## src/rtl/iprb_consts.vh

```
`ifndef IPRB_CONSTS_VH
`define IPRB_CONSTS_VH
// How it works
// - three-bit field, 111 highest, 000 disables
// - every field resets to binary 100
// - unimplemented bits read zero, hold nothing
// - encoder two 14-12, pwm secondary 6-4
// - adc pairs ten, nine, eight at 14/10/6
// - adc pair twelve in bits 6-4
// - pwm generators two, one at 14/10
// - pwm generators six to three, four fields
// - comparator two, pwm nine to seven
// - comparators four, three in low byte
// - adc pairs one, zero at 14/10

// ----------------------------------------
// register indices (word address)
// ----------------------------------------
`define IPRB_ADDR_W 3
`define IPRB_IDX_ENC_PWMSEC 3'h0
`define IPRB_IDX_ADC_8_10 3'h1
`define IPRB_IDX_ADC_12 3'h2
`define IPRB_IDX_PWM_1_2 3'h3
`define IPRB_IDX_PWM_3_6 3'h4
`define IPRB_IDX_CMP2_PWM_7_9 3'h5
`define IPRB_IDX_CMP_3_4 3'h6
`define IPRB_IDX_ADC_0_1 3'h7

// ----------------------------------------
// field layout
// ----------------------------------------
`define IPRB_DATA_W 16
`define IPRB_PRIO_W 3
`define IPRB_PRIO_RST 3'h4
`define IPRB_F3_HI 14
`define IPRB_F3_LO 12
`define IPRB_F2_HI 10
`define IPRB_F2_LO 8
`define IPRB_F1_HI 6
`define IPRB_F1_LO 4
`define IPRB_F0_HI 2
`define IPRB_F0_LO 0
`define IPRB_ZERO16 16'h0000
`endif

```

## src/rtl/iprb_top.v

```verilog
`timescale 1ns/100ps
`include "iprb_consts.vh"

module iprb_top (
  input wire clk_i,
  input wire arst_n_i,
  input wire [`IPRB_ADDR_W-1:0] addr_i,
  input wire [`IPRB_DATA_W-1:0] wdata_i,
  input wire wr_i,
  input wire rd_i,
  output reg [`IPRB_DATA_W-1:0] rdata_o,
  output reg [2:0] encoder_two_priority_o,
  output reg [2:0] pwm_secondary_match_priority_o,
  output reg [2:0] adc_pair_ten_priority_o,
  output reg [2:0] adc_pair_nine_priority_o,
  output reg [2:0] adc_pair_eight_priority_o,
  output reg [2:0] adc_pair_twelve_priority_o,
  output reg [2:0] pwm_gen_two_priority_o,
  output reg [2:0] pwm_gen_one_priority_o,
  output reg [2:0] pwm_gen_six_priority_o,
  output reg [2:0] pwm_gen_five_priority_o,
  output reg [2:0] pwm_gen_four_priority_o,
  output reg [2:0] pwm_gen_three_priority_o,
  output reg [2:0] comparator_two_priority_o,
  output reg [2:0] pwm_gen_nine_priority_o,
  output reg [2:0] pwm_gen_eight_priority_o,
  output reg [2:0] pwm_gen_seven_priority_o,
  output reg [2:0] comparator_four_priority_o,
  output reg [2:0] comparator_three_priority_o,
  output reg [2:0] adc_pair_one_priority_o,
  output reg [2:0] adc_pair_zero_priority_o
);

  // ----------------------------------------
  // helpers
  // ----------------------------------------
  // one strobe decoder shared by all eight registers
  // every index is mapped, so no access is ever refused
  function strobe_hit;
    input strobe;
    input [`IPRB_ADDR_W-1:0] addr;
    input [`IPRB_ADDR_W-1:0] idx;
    begin
      strobe_hit = strobe && (addr == idx);
    end
  endfunction

  // priority field taken out of a data word at its lowest bit
  function [`IPRB_PRIO_W-1:0] field_of;
    input [`IPRB_DATA_W-1:0] word;
    input integer lo;
    begin
      field_of = word[lo +: `IPRB_PRIO_W];
    end
  endfunction

  // read word holding one field; all other bits are zero, with no flop behind them
  function [`IPRB_DATA_W-1:0] field_at;
    input [`IPRB_PRIO_W-1:0] prio;
    input integer lo;
    begin
      field_at = `IPRB_ZERO16;
      field_at[lo +: `IPRB_PRIO_W] = prio;
    end
  endfunction

  // ----------------------------------------
  // prio_encoder2_pwm_secondary, index 0
  // ----------------------------------------
  wire wr_enc = strobe_hit(wr_i, addr_i, `IPRB_IDX_ENC_PWMSEC);
  reg [`IPRB_PRIO_W-1:0] encoder_two_priority_d;
  reg [`IPRB_PRIO_W-1:0] pwm_secondary_match_priority_d;
  wire [`IPRB_DATA_W-1:0] img_enc;

  // code 000 is stored like any other; the arbiter treats it as disabled
  always @* begin
    encoder_two_priority_d = encoder_two_priority_o;
    pwm_secondary_match_priority_d = pwm_secondary_match_priority_o;
    if (wr_enc) begin
      encoder_two_priority_d = field_of(wdata_i, `IPRB_F3_LO);
      pwm_secondary_match_priority_d = field_of(wdata_i, `IPRB_F1_LO);
    end
  end

  assign img_enc = field_at(encoder_two_priority_o, `IPRB_F3_LO)
    | field_at(pwm_secondary_match_priority_o, `IPRB_F1_LO);

  // ----------------------------------------
  // prio_adc_pairs_8_to_10, index 1
  // ----------------------------------------
  wire wr_a810 = strobe_hit(wr_i, addr_i, `IPRB_IDX_ADC_8_10);
  reg [`IPRB_PRIO_W-1:0] adc_pair_ten_priority_d;
  reg [`IPRB_PRIO_W-1:0] adc_pair_nine_priority_d;
  reg [`IPRB_PRIO_W-1:0] adc_pair_eight_priority_d;
  wire [`IPRB_DATA_W-1:0] img_a810;

  always @* begin
    adc_pair_ten_priority_d = adc_pair_ten_priority_o;
    adc_pair_nine_priority_d = adc_pair_nine_priority_o;
    adc_pair_eight_priority_d = adc_pair_eight_priority_o;
    if (wr_a810) begin
      adc_pair_ten_priority_d = field_of(wdata_i, `IPRB_F3_LO);
      adc_pair_nine_priority_d = field_of(wdata_i, `IPRB_F2_LO);
      adc_pair_eight_priority_d = field_of(wdata_i, `IPRB_F1_LO);
    end
  end

  assign img_a810 = field_at(adc_pair_ten_priority_o, `IPRB_F3_LO)
    | field_at(adc_pair_nine_priority_o, `IPRB_F2_LO)
    | field_at(adc_pair_eight_priority_o, `IPRB_F1_LO);

  // ----------------------------------------
  // prio_adc_pair_12, index 2
  // ----------------------------------------
  wire wr_a12 = strobe_hit(wr_i, addr_i, `IPRB_IDX_ADC_12);
  reg [`IPRB_PRIO_W-1:0] adc_pair_twelve_priority_d;
  wire [`IPRB_DATA_W-1:0] img_a12;

  always @* begin
    adc_pair_twelve_priority_d = adc_pair_twelve_priority_o;
    if (wr_a12) begin
      adc_pair_twelve_priority_d = field_of(wdata_i, `IPRB_F1_LO);
    end
  end

  assign img_a12 = field_at(adc_pair_twelve_priority_o, `IPRB_F1_LO);

  // ----------------------------------------
  // prio_pwm_1_2, index 3
  // ----------------------------------------
  // the low byte has no fields and reads zero
  wire wr_p12 = strobe_hit(wr_i, addr_i, `IPRB_IDX_PWM_1_2);
  reg [`IPRB_PRIO_W-1:0] pwm_gen_two_priority_d;
  reg [`IPRB_PRIO_W-1:0] pwm_gen_one_priority_d;
  wire [`IPRB_DATA_W-1:0] img_p12;

  always @* begin
    pwm_gen_two_priority_d = pwm_gen_two_priority_o;
    pwm_gen_one_priority_d = pwm_gen_one_priority_o;
    if (wr_p12) begin
      pwm_gen_two_priority_d = field_of(wdata_i, `IPRB_F3_LO);
      pwm_gen_one_priority_d = field_of(wdata_i, `IPRB_F2_LO);
    end
  end

  assign img_p12 = field_at(pwm_gen_two_priority_o, `IPRB_F3_LO)
    | field_at(pwm_gen_one_priority_o, `IPRB_F2_LO);

  // ----------------------------------------
  // prio_pwm_3_to_6, index 4
  // ----------------------------------------
  wire wr_p36 = strobe_hit(wr_i, addr_i, `IPRB_IDX_PWM_3_6);
  reg [`IPRB_PRIO_W-1:0] pwm_gen_six_priority_d;
  reg [`IPRB_PRIO_W-1:0] pwm_gen_five_priority_d;
  reg [`IPRB_PRIO_W-1:0] pwm_gen_four_priority_d;
  reg [`IPRB_PRIO_W-1:0] pwm_gen_three_priority_d;
  wire [`IPRB_DATA_W-1:0] img_p36;

  always @* begin
    pwm_gen_six_priority_d = pwm_gen_six_priority_o;
    pwm_gen_five_priority_d = pwm_gen_five_priority_o;
    pwm_gen_four_priority_d = pwm_gen_four_priority_o;
    pwm_gen_three_priority_d = pwm_gen_three_priority_o;
    if (wr_p36) begin
      pwm_gen_six_priority_d = field_of(wdata_i, `IPRB_F3_LO);
      pwm_gen_five_priority_d = field_of(wdata_i, `IPRB_F2_LO);
      pwm_gen_four_priority_d = field_of(wdata_i, `IPRB_F1_LO);
      pwm_gen_three_priority_d = field_of(wdata_i, `IPRB_F0_LO);
    end
  end

  assign img_p36 = field_at(pwm_gen_six_priority_o, `IPRB_F3_LO)
    | field_at(pwm_gen_five_priority_o, `IPRB_F2_LO)
    | field_at(pwm_gen_four_priority_o, `IPRB_F1_LO)
    | field_at(pwm_gen_three_priority_o, `IPRB_F0_LO);

  // ----------------------------------------
  // prio_comparator2_pwm_7_to_9, index 5
  // ----------------------------------------
  wire wr_c2p = strobe_hit(wr_i, addr_i, `IPRB_IDX_CMP2_PWM_7_9);
  reg [`IPRB_PRIO_W-1:0] comparator_two_priority_d;
  reg [`IPRB_PRIO_W-1:0] pwm_gen_nine_priority_d;
  reg [`IPRB_PRIO_W-1:0] pwm_gen_eight_priority_d;
  reg [`IPRB_PRIO_W-1:0] pwm_gen_seven_priority_d;
  wire [`IPRB_DATA_W-1:0] img_c2p;

  always @* begin
    comparator_two_priority_d = comparator_two_priority_o;
    pwm_gen_nine_priority_d = pwm_gen_nine_priority_o;
    pwm_gen_eight_priority_d = pwm_gen_eight_priority_o;
    pwm_gen_seven_priority_d = pwm_gen_seven_priority_o;
    if (wr_c2p) begin
      comparator_two_priority_d = field_of(wdata_i, `IPRB_F3_LO);
      pwm_gen_nine_priority_d = field_of(wdata_i, `IPRB_F2_LO);
      pwm_gen_eight_priority_d = field_of(wdata_i, `IPRB_F1_LO);
      pwm_gen_seven_priority_d = field_of(wdata_i, `IPRB_F0_LO);
    end
  end

  assign img_c2p = field_at(comparator_two_priority_o, `IPRB_F3_LO)
    | field_at(pwm_gen_nine_priority_o, `IPRB_F2_LO)
    | field_at(pwm_gen_eight_priority_o, `IPRB_F1_LO)
    | field_at(pwm_gen_seven_priority_o, `IPRB_F0_LO);

  // ----------------------------------------
  // prio_comparators_3_4, index 6
  // ----------------------------------------
  // the upper byte has no fields and reads zero
  wire wr_c34 = strobe_hit(wr_i, addr_i, `IPRB_IDX_CMP_3_4);
  reg [`IPRB_PRIO_W-1:0] comparator_four_priority_d;
  reg [`IPRB_PRIO_W-1:0] comparator_three_priority_d;
  wire [`IPRB_DATA_W-1:0] img_c34;

  always @* begin
    comparator_four_priority_d = comparator_four_priority_o;
    comparator_three_priority_d = comparator_three_priority_o;
    if (wr_c34) begin
      comparator_four_priority_d = field_of(wdata_i, `IPRB_F1_LO);
      comparator_three_priority_d = field_of(wdata_i, `IPRB_F0_LO);
    end
  end

  assign img_c34 = field_at(comparator_four_priority_o, `IPRB_F1_LO)
    | field_at(comparator_three_priority_o, `IPRB_F0_LO);

  // ----------------------------------------
  // prio_adc_pairs_0_1, index 7
  // ----------------------------------------
  wire wr_a01 = strobe_hit(wr_i, addr_i, `IPRB_IDX_ADC_0_1);
  reg [`IPRB_PRIO_W-1:0] adc_pair_one_priority_d;
  reg [`IPRB_PRIO_W-1:0] adc_pair_zero_priority_d;
  wire [`IPRB_DATA_W-1:0] img_a01;

  always @* begin
    adc_pair_one_priority_d = adc_pair_one_priority_o;
    adc_pair_zero_priority_d = adc_pair_zero_priority_o;
    if (wr_a01) begin
      adc_pair_one_priority_d = field_of(wdata_i, `IPRB_F3_LO);
      adc_pair_zero_priority_d = field_of(wdata_i, `IPRB_F2_LO);
    end
  end

  assign img_a01 = field_at(adc_pair_one_priority_o, `IPRB_F3_LO)
    | field_at(adc_pair_zero_priority_o, `IPRB_F2_LO);

  // ----------------------------------------
  // field registers
  // ----------------------------------------
  // the outputs are these flops, so arbitration sees a write on the very next cycle
  // reset puts every listed source at level four
  always @(posedge clk_i or negedge arst_n_i) begin
    if (!arst_n_i) begin
      encoder_two_priority_o <= `IPRB_PRIO_RST;
      pwm_secondary_match_priority_o <= `IPRB_PRIO_RST;
      adc_pair_ten_priority_o <= `IPRB_PRIO_RST;
      adc_pair_nine_priority_o <= `IPRB_PRIO_RST;
      adc_pair_eight_priority_o <= `IPRB_PRIO_RST;
      adc_pair_twelve_priority_o <= `IPRB_PRIO_RST;
      pwm_gen_two_priority_o <= `IPRB_PRIO_RST;
      pwm_gen_one_priority_o <= `IPRB_PRIO_RST;
      pwm_gen_six_priority_o <= `IPRB_PRIO_RST;
      pwm_gen_five_priority_o <= `IPRB_PRIO_RST;
      pwm_gen_four_priority_o <= `IPRB_PRIO_RST;
      pwm_gen_three_priority_o <= `IPRB_PRIO_RST;
      comparator_two_priority_o <= `IPRB_PRIO_RST;
      pwm_gen_nine_priority_o <= `IPRB_PRIO_RST;
      pwm_gen_eight_priority_o <= `IPRB_PRIO_RST;
      pwm_gen_seven_priority_o <= `IPRB_PRIO_RST;
      comparator_four_priority_o <= `IPRB_PRIO_RST;
      comparator_three_priority_o <= `IPRB_PRIO_RST;
      adc_pair_one_priority_o <= `IPRB_PRIO_RST;
      adc_pair_zero_priority_o <= `IPRB_PRIO_RST;
    end else begin
      encoder_two_priority_o <= encoder_two_priority_d;
      pwm_secondary_match_priority_o <= pwm_secondary_match_priority_d;
      adc_pair_ten_priority_o <= adc_pair_ten_priority_d;
      adc_pair_nine_priority_o <= adc_pair_nine_priority_d;
      adc_pair_eight_priority_o <= adc_pair_eight_priority_d;
      adc_pair_twelve_priority_o <= adc_pair_twelve_priority_d;
      pwm_gen_two_priority_o <= pwm_gen_two_priority_d;
      pwm_gen_one_priority_o <= pwm_gen_one_priority_d;
      pwm_gen_six_priority_o <= pwm_gen_six_priority_d;
      pwm_gen_five_priority_o <= pwm_gen_five_priority_d;
      pwm_gen_four_priority_o <= pwm_gen_four_priority_d;
      pwm_gen_three_priority_o <= pwm_gen_three_priority_d;
      comparator_two_priority_o <= comparator_two_priority_d;
      pwm_gen_nine_priority_o <= pwm_gen_nine_priority_d;
      pwm_gen_eight_priority_o <= pwm_gen_eight_priority_d;
      pwm_gen_seven_priority_o <= pwm_gen_seven_priority_d;
      comparator_four_priority_o <= comparator_four_priority_d;
      comparator_three_priority_o <= comparator_three_priority_d;
      adc_pair_one_priority_o <= adc_pair_one_priority_d;
      adc_pair_zero_priority_o <= adc_pair_zero_priority_d;
    end
  end

  // ----------------------------------------
  // read-back
  // ----------------------------------------
  // a read that meets a write in the same cycle returns the old fields
  reg [`IPRB_DATA_W-1:0] rdata_d;

  always @* begin
    case (addr_i)
      `IPRB_IDX_ENC_PWMSEC: rdata_d = img_enc;
      `IPRB_IDX_ADC_8_10: rdata_d = img_a810;
      `IPRB_IDX_ADC_12: rdata_d = img_a12;
      `IPRB_IDX_PWM_1_2: rdata_d = img_p12;
      `IPRB_IDX_PWM_3_6: rdata_d = img_p36;
      `IPRB_IDX_CMP2_PWM_7_9: rdata_d = img_c2p;
      `IPRB_IDX_CMP_3_4: rdata_d = img_c34;
      `IPRB_IDX_ADC_0_1: rdata_d = img_a01;
      default: rdata_d = `IPRB_ZERO16;
    endcase
  end

  // read data only stands in the cycle after the strobe, zero otherwise
  always @(posedge clk_i or negedge arst_n_i) begin
    if (!arst_n_i) begin
      rdata_o <= `IPRB_ZERO16;
    end else if (rd_i) begin
      rdata_o <= rdata_d;
    end else begin
      rdata_o <= `IPRB_ZERO16;
    end
  end

endmodule // iprb_top

```

## config.mk

```make
export PLATFORM = sky130hd
export DESIGN_NAME = iprb_top
export DESIGN_NICKNAME = d
export VERILOG_FILES = /design/src/rtl/iprb_top.v
export VERILOG_INCLUDE_DIRS = /design/src /design/src/rtl
export SDC_FILE = /design/constraint.sdc
export NUM_CORES = 1
export LEC_CHECK = 0
export BUFFER_PORTS_ARGS = -buffer_cell sky130_fd_sc_hd__clkbuf_2
export CAP_MARGIN = 5
export CORE_MARGIN = 4
export CORE_UTILIZATION = 25
export CTS_CLUSTER_SIZE = 25
export DETAILED_ROUTE_END_ITERATION = 16
export GPL_ROUTABILITY_DRIVEN = 1
export PLACE_DENSITY = 0.43
export SETUP_SLACK_MARGIN = 0.4
export SLEW_MARGIN = 20
export SYNTH_ARGS = -nofsm -noshare
export SYNTH_HDL_FRONTEND = slang
export SYNTH_SLANG_ARGS = --single-unit
```

## constraint.sdc

```tcl
create_clock -name clk_i -period 1.2 [get_ports clk_i]
set_clock_uncertainty 0.2 [all_clocks]
set_input_delay 0.06 -clock clk_i [delete_from_list [all_inputs] [get_ports clk_i]]
set_output_delay 0.06 -clock clk_i [all_outputs]
set_load 0.02 [all_outputs]
```

==> flow_summary_export.csv, run 1 <==
group,metric,value,unit
outcome,failed_checks,"negative hold slack, negative setup slack",
logic_synthesis,async_flop_share,100,%
final_layout,largest_reg_flops,12,
global_routing,gr-usage-met1,18.5,%
final_layout,area_growth,85.7,%
outcome,outcome,"complete, but fails checks",
pwr,intPower,7.24,mW
cts,clk_path_buf_depth,2,
sta,fin_ws,-0.139,ns
place,portBuffers,90,
global_routing,met2_usage,25.2,%
cts,clockRootBuffer,"clkbuf_16",
routing,vias,2689,
worst_setup_path,r2r_cells,5,
place,place_congestion,0.758,
routing,drt_pass1_iterations,3,
pwr,combPwrFrac,41.7,%
routing,viasPerCell,4.44,
global_routing,grt_pass1_vias,3068,
logic_synthesis,synth_edf_count,0,
routing,drc,0,
logic_synthesis,seq_area_frac_synth,55.0,%
worst_setup_path,critPathKind,"register to output pin",
sta,min_period,1.34,ns
global_routing,grt_busiest_layer,"met2",
floorplanning,die_x,123,um
global_routing,grt_max_degree,36,
floorplanning,core-area,0.0128,mm^2
floorplanning,io_pins,99,
min_path,hold_class,"primary input to asynchronous set/reset pin",
routing,finalWirelength,10.7,mm
final_layout,fin_cells,605,
worst_setup_path,critPathCaptureType,"output pin",
pwr,p_sw_share,30.0,%
sta,hold_ws,-0.595,ns
logic_synthesis,synthDistinctLibCells,40,
routing,antenna_left,0,
final_layout,drive_gt1_share,73.2,%
worst_setup_path,rrSetupSlack,-0.11,ns
pwr,p_per_area,1680,mW/mm^2
cts,h-tree-depth,3,
sta,slew_viol_final,0,
worst_setup_path,cp_data_required_time,0.94,ns
pwr,finalPower,10.3,mW
routing,drtIter0Drc,158,
final_layout,num_antenna_cells,0,
place,dp.cells,557,
flow_run,drv_cap,0,
final_layout,final_common_cell,"mux2_4",
sta,setup_viol,36,
global_routing,grt_usage,15.0,%
final_layout,layout.nets,451,
final_layout,final_cell_mix,"mux2_4 (55), buf_6 (53), buf_8 (42), dfrtp_1 (41), clkbuf_8 (34)",
worst_setup_path,cp-start-kind,"register",
cts,clkSinkCount,72,
logic_synthesis,synth_cells,255,
logic_synthesis,synth_area_per_cell,13.0,um^2
sta,final_hold_viol_count,141,
floorplanning,rows,41,
final_layout,max_flop_register,"rdata_o",
logic_synthesis,synth_area,0.00332,mm^2
pwr,peakVddDrop,0.939,mV
cts,cts_tree,"yes",
cts,clk_pin_slew,0.06,ns
routing,wire_per_inst,17.7,um
place,post-dp-hpwl,7.38,mm
global_routing,gr-total-overflow,0,
place,pre_cts_slack,-0.305,ns
floorplanning,dieArea,0.0152,mm^2
pwr,p_leak,2.91,nW
sta,setup_tns,-2.67,ns
sta,rsz0062_at_grt,"true",
cts,insertion_delay,0.34,ns
worst_setup_path,crit_path_max_fanout,2,
sta,finalCritPeriodShare,112,%
pwr,pwr-share-clk,24.3,%
global_routing,antenna_found_initial,0,
pwr,seq_power_share,34.0,%
logic_synthesis,ys_ff_latch,72,
logic_synthesis,yosysWarningCount,0,
global_routing,gr-usage-met3,4.16,%
global_routing,grt_first_pass_wirelength,17.1,mm
cts,cts_inserted_buffers,9,
logic_synthesis,synth_flop_cell,"dfrtp_1",
pwr,p_sw,3.10,mW
sta,max_freq,747,MHz
floorplanning,die_y,123,um
worst_setup_path,cp_data_arrival_time,1.08,ns
floorplanning,start_util,25.9,%
## synth_stat cells (2+ instances only)
cell | n | area, um^2
nor2_1 | 14 | 52.6
o221a_2 | 2 | 22.5
nand3_1 | 2 | 10.0
o21ai_0 | 9 | 45.0
a211o_1 | 2 | 17.5
a31oi_1 | 2 | 12.5
buf_6 | 5 | 56.3
clkbuf_1 | 4 | 15.0
nor3b_1 | 2 | 15.0
dfstp_2 | 20 | 526
o21bai_1 | 2 | 15.0
mux2i_1 | 11 | 110
a21oi_1 | 11 | 55.1
buf_2 | 3 | 15.0
nand4_1 | 2 | 12.5
nand2b_1 | 2 | 12.5
mux2_2 | 58 | 653
a22o_1 | 2 | 17.5
dfrtp_1 | 52 | 1300
inv_1 | 3 | 11.3
a211oi_1 | 4 | 30.0
buf_4 | 8 | 60.1
and3_1 | 2 | 12.5
nor2b_1 | 5 | 31.3
nand2_1 | 13 | 48.8
## path summary, 6_finish.rpt
check | startpoint | endpoint
setup / recovery | pwm_gen_four_priority_o[2] | pwm_gen_four_priority_o[2]
hold / removal | arst_n_i | rdata_o[1]
setup reg to reg | pwm_gen_four_priority_o[2] | pwm_gen_four_priority_o[2]
hold reg to reg | adc_pair_ten_priority_o[2] | adc_pair_ten_priority_o[2]
max in group asynchronous | arst_n_i | pwm_gen_four_priority_o[2]
min in group clk_i | wdata_i[1] | pwm_gen_seven_priority_o[1]
## critical path, stage by stage, from the launching register on
cell     delay (ns)
dfstp_2        0.54
buf_6          0.11
buf_8          0.10
## power by group through the flow
stage	combinational, mW	sequential (mW)	clock (mW)
2_1_floorplan	0.816	3.99	0
4_1_cts	4.03	3.48	2.59
6_report	4.31	3.52	2.51
3_3_place_gp	2.50	3.44	0
3_5_place_dp	2.53	3.43	0
5_1_grt	4.55	3.59	2.68
## layer usage
metal,up-vias,share of wire [%]
li1,1253,-
met1,1359,43
met2,67,50
met3,10,5.0
met4,0,1.3
met5,-,0
## area by class of cell
type | count | area, um^2
clock buffers | 12 | 256
flip-flops and latches | 72 | 1840
clock inverters | 4 | 20.0
inverters | 3 | 11.3
repair buffers | 179 | 2130
fillers | 1178 | 6650
well taps | 172 | 215
multi-input cells | 163 | 1700
## cells by family (layout without fill, tap and decap cells)
logic type	after synthesis	in the layout	synth area share (%)
AND/OR/NAND/NOR	50	50	9.15
flip-flops	72	72	55.0
AO/OA/AOI/OAI	39	39	7.72
multiplexers	70	70	23.3
buffers and inverters	23	198	4.74
other	1	4	0.113
## timing repair
action	in CTS	in global routing
setup buffers	24	8
hold endpoints to repair	142	139
pin swaps	12	8
gates resized for setup	260	60
setup endpoints to repair	144	144
## metrics by stage
step,area (um^2),utilization (%)
finish,6170,48.1
global route,6170,48.1
CTS,5990,46.7
detailed placement,4440,34.6
global placement,4440,34.6
floorplan,3450,-
No activity file was read; power rests on OpenSTA's default activity.
==> run 2: changes to the inputs <==
--- a/config.mk
+++ b/config.mk
@@ -6,10 +6,12 @@
 export SDC_FILE = /design/constraint.sdc
 export NUM_CORES = 1
 export LEC_CHECK = 0
+export ABC_AREA = 0
 export BUFFER_PORTS_ARGS = -buffer_cell sky130_fd_sc_hd__clkbuf_2
 export CAP_MARGIN = 5
 export CORE_MARGIN = 4
 export CORE_UTILIZATION = 25
+export CTS_BUF_LIST = sky130_fd_sc_hd__clkbuf_4 sky130_fd_sc_hd__clkbuf_8
 export CTS_CLUSTER_SIZE = 25
 export DETAILED_ROUTE_END_ITERATION = 16
 export GPL_ROUTABILITY_DRIVEN = 1
==> run 2 against run 1 <==
  * The flow still finishes with violations (negative hold slack, negative setup slack)
  * Non-clock buffer count up 8
  * Critical endpoint unchanged
  * Cell count up 1.3%
  * Clock power down 28%
  * Flip-flop and latch count unchanged
  * Critical path depth unchanged
  * Register-to-register slack about the same
  * Total power down 6.4%
  * Sequential share of layout area up 0.52 points
  * Maximum frequency down 1.8%
  * Highest routed layer unchanged
  * Clock-buffer cell count unchanged
==> flow_summary_export.csv, run 2 (synthesis results as in run 1) <==
group,metric,value,unit
final_layout,largest_reg_flops,12,
global_routing,grt_busiest_layer,"met2",
place,pre_cts_slack,-0.305,ns
cts,h-tree-depth,3,
final_layout,max_flop_register,"rdata_o",
floorplanning,core-area,0.0128,mm^2
routing,viasPerCell,4.42,
pwr,pwr-share-clk,18.6,%
worst_setup_path,rr_startpoint,"pwm_gen_four_priority_o[2]",
worst_setup_path,critPathKind,"register to output pin",
final_layout,layout.nets,459,
flow_run,drv_cap,0,
final_layout,num_antenna_cells,0,
min_path,hold_class,"primary input to asynchronous set/reset pin",
pwr,p_sw_share,31.4,%
sta,setup_viol,41,
global_routing,grt_first_pass_wirelength,17.2,mm
sta,finalCritPeriodShare,114,%
floorplanning,io_pins,99,
cts,clkSinkCount,72,
pwr,p_leak,2.89,nW
sta,final_hold_viol_count,142,
worst_setup_path,cp_slowest_cell,"dfstp_2",
routing,antenna_left,0,
pwr,finalPower,9.68,mW
worst_setup_path,crit_path_cell_trace,"buf_6 -> buf_8",
routing,drtIter0Drc,137,
global_routing,gr-usage-met1,18.8,%
final_layout,area_growth,82.6,%
global_routing,gr-total-overflow,0,
floorplanning,die_y,123,um
global_routing,grt_pass1_vias,3103,
global_routing,grt_max_degree,36,
floorplanning,dieArea,0.0152,mm^2
floorplanning,start_util,25.9,%
worst_setup_path,cp_data_required_time,0.94,ns
sta,max_freq,734,MHz
worst_setup_path,r2r_cells,5,
sta,min_period,1.36,ns
sta,rsz0062_at_grt,"true",
routing,finalWirelength,10.9,mm
floorplanning,die_x,123,um
cts,insertion_delay,0.35,ns
routing,drt_pass1_iterations,4,
worst_setup_path,critPathBufInv,2,
global_routing,gr-usage-met3,4.30,%
worst_setup_path,startpoint,"pwm_gen_four_priority_o[2]",
pwr,seq_power_share,36.2,%
worst_setup_path,cp_data_arrival_time,1.10,ns
final_layout,drive_gt1_share,73.0,%
global_routing,antenna_found_initial,0,
worst_setup_path,crit_family,"flip-flops",
worst_setup_path,critPathCaptureType,"output pin",
floorplanning,rows,41,
cts,clk_pin_slew,0.08,ns
global_routing,grt_usage,15.0,%
final_layout,final_cell_mix,"buf_6 (73), mux2_4 (54), dfrtp_1 (41), buf_8 (40), buf_4 (33)",
sta,setup_tns,-3.48,ns
cts,clk_path_buf_depth,2,
pwr,peakVddDrop,0.899,mV
worst_setup_path,cp-start-kind,"register",
routing,drc,0,
pwr,intPower,6.64,mW
place,place_congestion,0.758,
worst_setup_path,cp.depth,2,
pwr,p_sw,3.04,mW
outcome,failed_checks,"negative hold slack, negative setup slack",
global_routing,met2_usage,24.9,%
routing,wire_per_inst,17.8,um
cts,clockRootBuffer,"clkbuf_8",
worst_setup_path,endpoint,"pwm_gen_four_priority_o[2]",
worst_setup_path,r2r-end,"pwm_gen_four_priority_o[2]",
worst_setup_path,rrSetupSlack,-0.11,ns
final_layout,final_common_cell,"buf_6",
routing,vias,2710,
outcome,outcome,"complete, but fails checks",
cts,cts_inserted_buffers,9,
cts,cts_tree,"yes",
worst_setup_path,crit_path_max_fanout,2,
sta,hold_ws,-0.620,ns
place,post-dp-hpwl,7.38,mm
sta,fin_ws,-0.163,ns
final_layout,postLayoutCoreUtil,47.3,%
place,portBuffers,90,
pwr,p_per_area,1600,mW/mm^2
worst_setup_path,cp_slowest_stage_delay,0.55,ns
sta,slew_viol_final,0,
pwr,combPwrFrac,45.2,%
[run 2: power groups by stage]
stage / clock, mW / sequential, mW / combinational [mW]
final: 1.80 / 3.51 / 4.38
after global routing: 1.96 / 3.57 / 4.62
after CTS: 1.87 / 3.45 / 3.94
after detailed placement: 0 / 3.43 / 2.53
after global placement: 0 / 3.44 / 2.50
after floorplan: 0 / 3.99 / 0.816
[run 2: layout make-up]
type | count | area [um^2]
Multi-Input combinational cell | 163 | 1680
Inverter | 3 | 13.8
Sequential cell | 72 | 1840
Fill cell | 1202 | 6760
Tap cell | 172 | 215
Timing Repair Buffer | 187 | 2140
Clock buffer | 12 | 159
Clock inverter | 4 | 20.0
[run 2: per-stage QoR]
step                std cells  area [um^2]
floorplan                 258         3450
global placement          557         4440
detailed placement        557         4440
CTS                       603         5750
global route              613         6070
finish                    613         6070
[run 2: worst min path at each step]
stage	cells past startpoint	to	from
after floorplan	0	adc_pair_eight_priority_o[0]	arst_n_i
after global placement	1	rdata_o[1]	arst_n_i
after detailed placement	1	rdata_o[1]	arst_n_i
after CTS	1	rdata_o[1]	arst_n_i
after global routing	1	rdata_o[1]	arst_n_i
final	1	rdata_o[1]	arst_n_i
[run 2: worst register-to-register path, stage by stage (launching register included)]
cell	delay, ns
dfstp_2	0.38
buf_6	0.12
buf_6	0.10
buf_6	0.10
buf_6	0.10
mux2_4	0.25
[run 2: per-layer routing]
metal	vias up	wire [um]
li1	1263	-
met1	1355	4670
met2	76	5440
met3	16	608
met4	0	179
met5	-	0
[run 2: what timing repair did]
| item | in CTS | in global routing |
|---|---|---|
| resized for setup | 221 | 110 |
| gates cloned | 0 | 0 |
| endpoints found under the hold margin | 144 | 141 |
| buffers inserted | 30 | 10 |
| setup endpoints to repair | 144 | 144 |
| pin swaps | 8 | 9 |
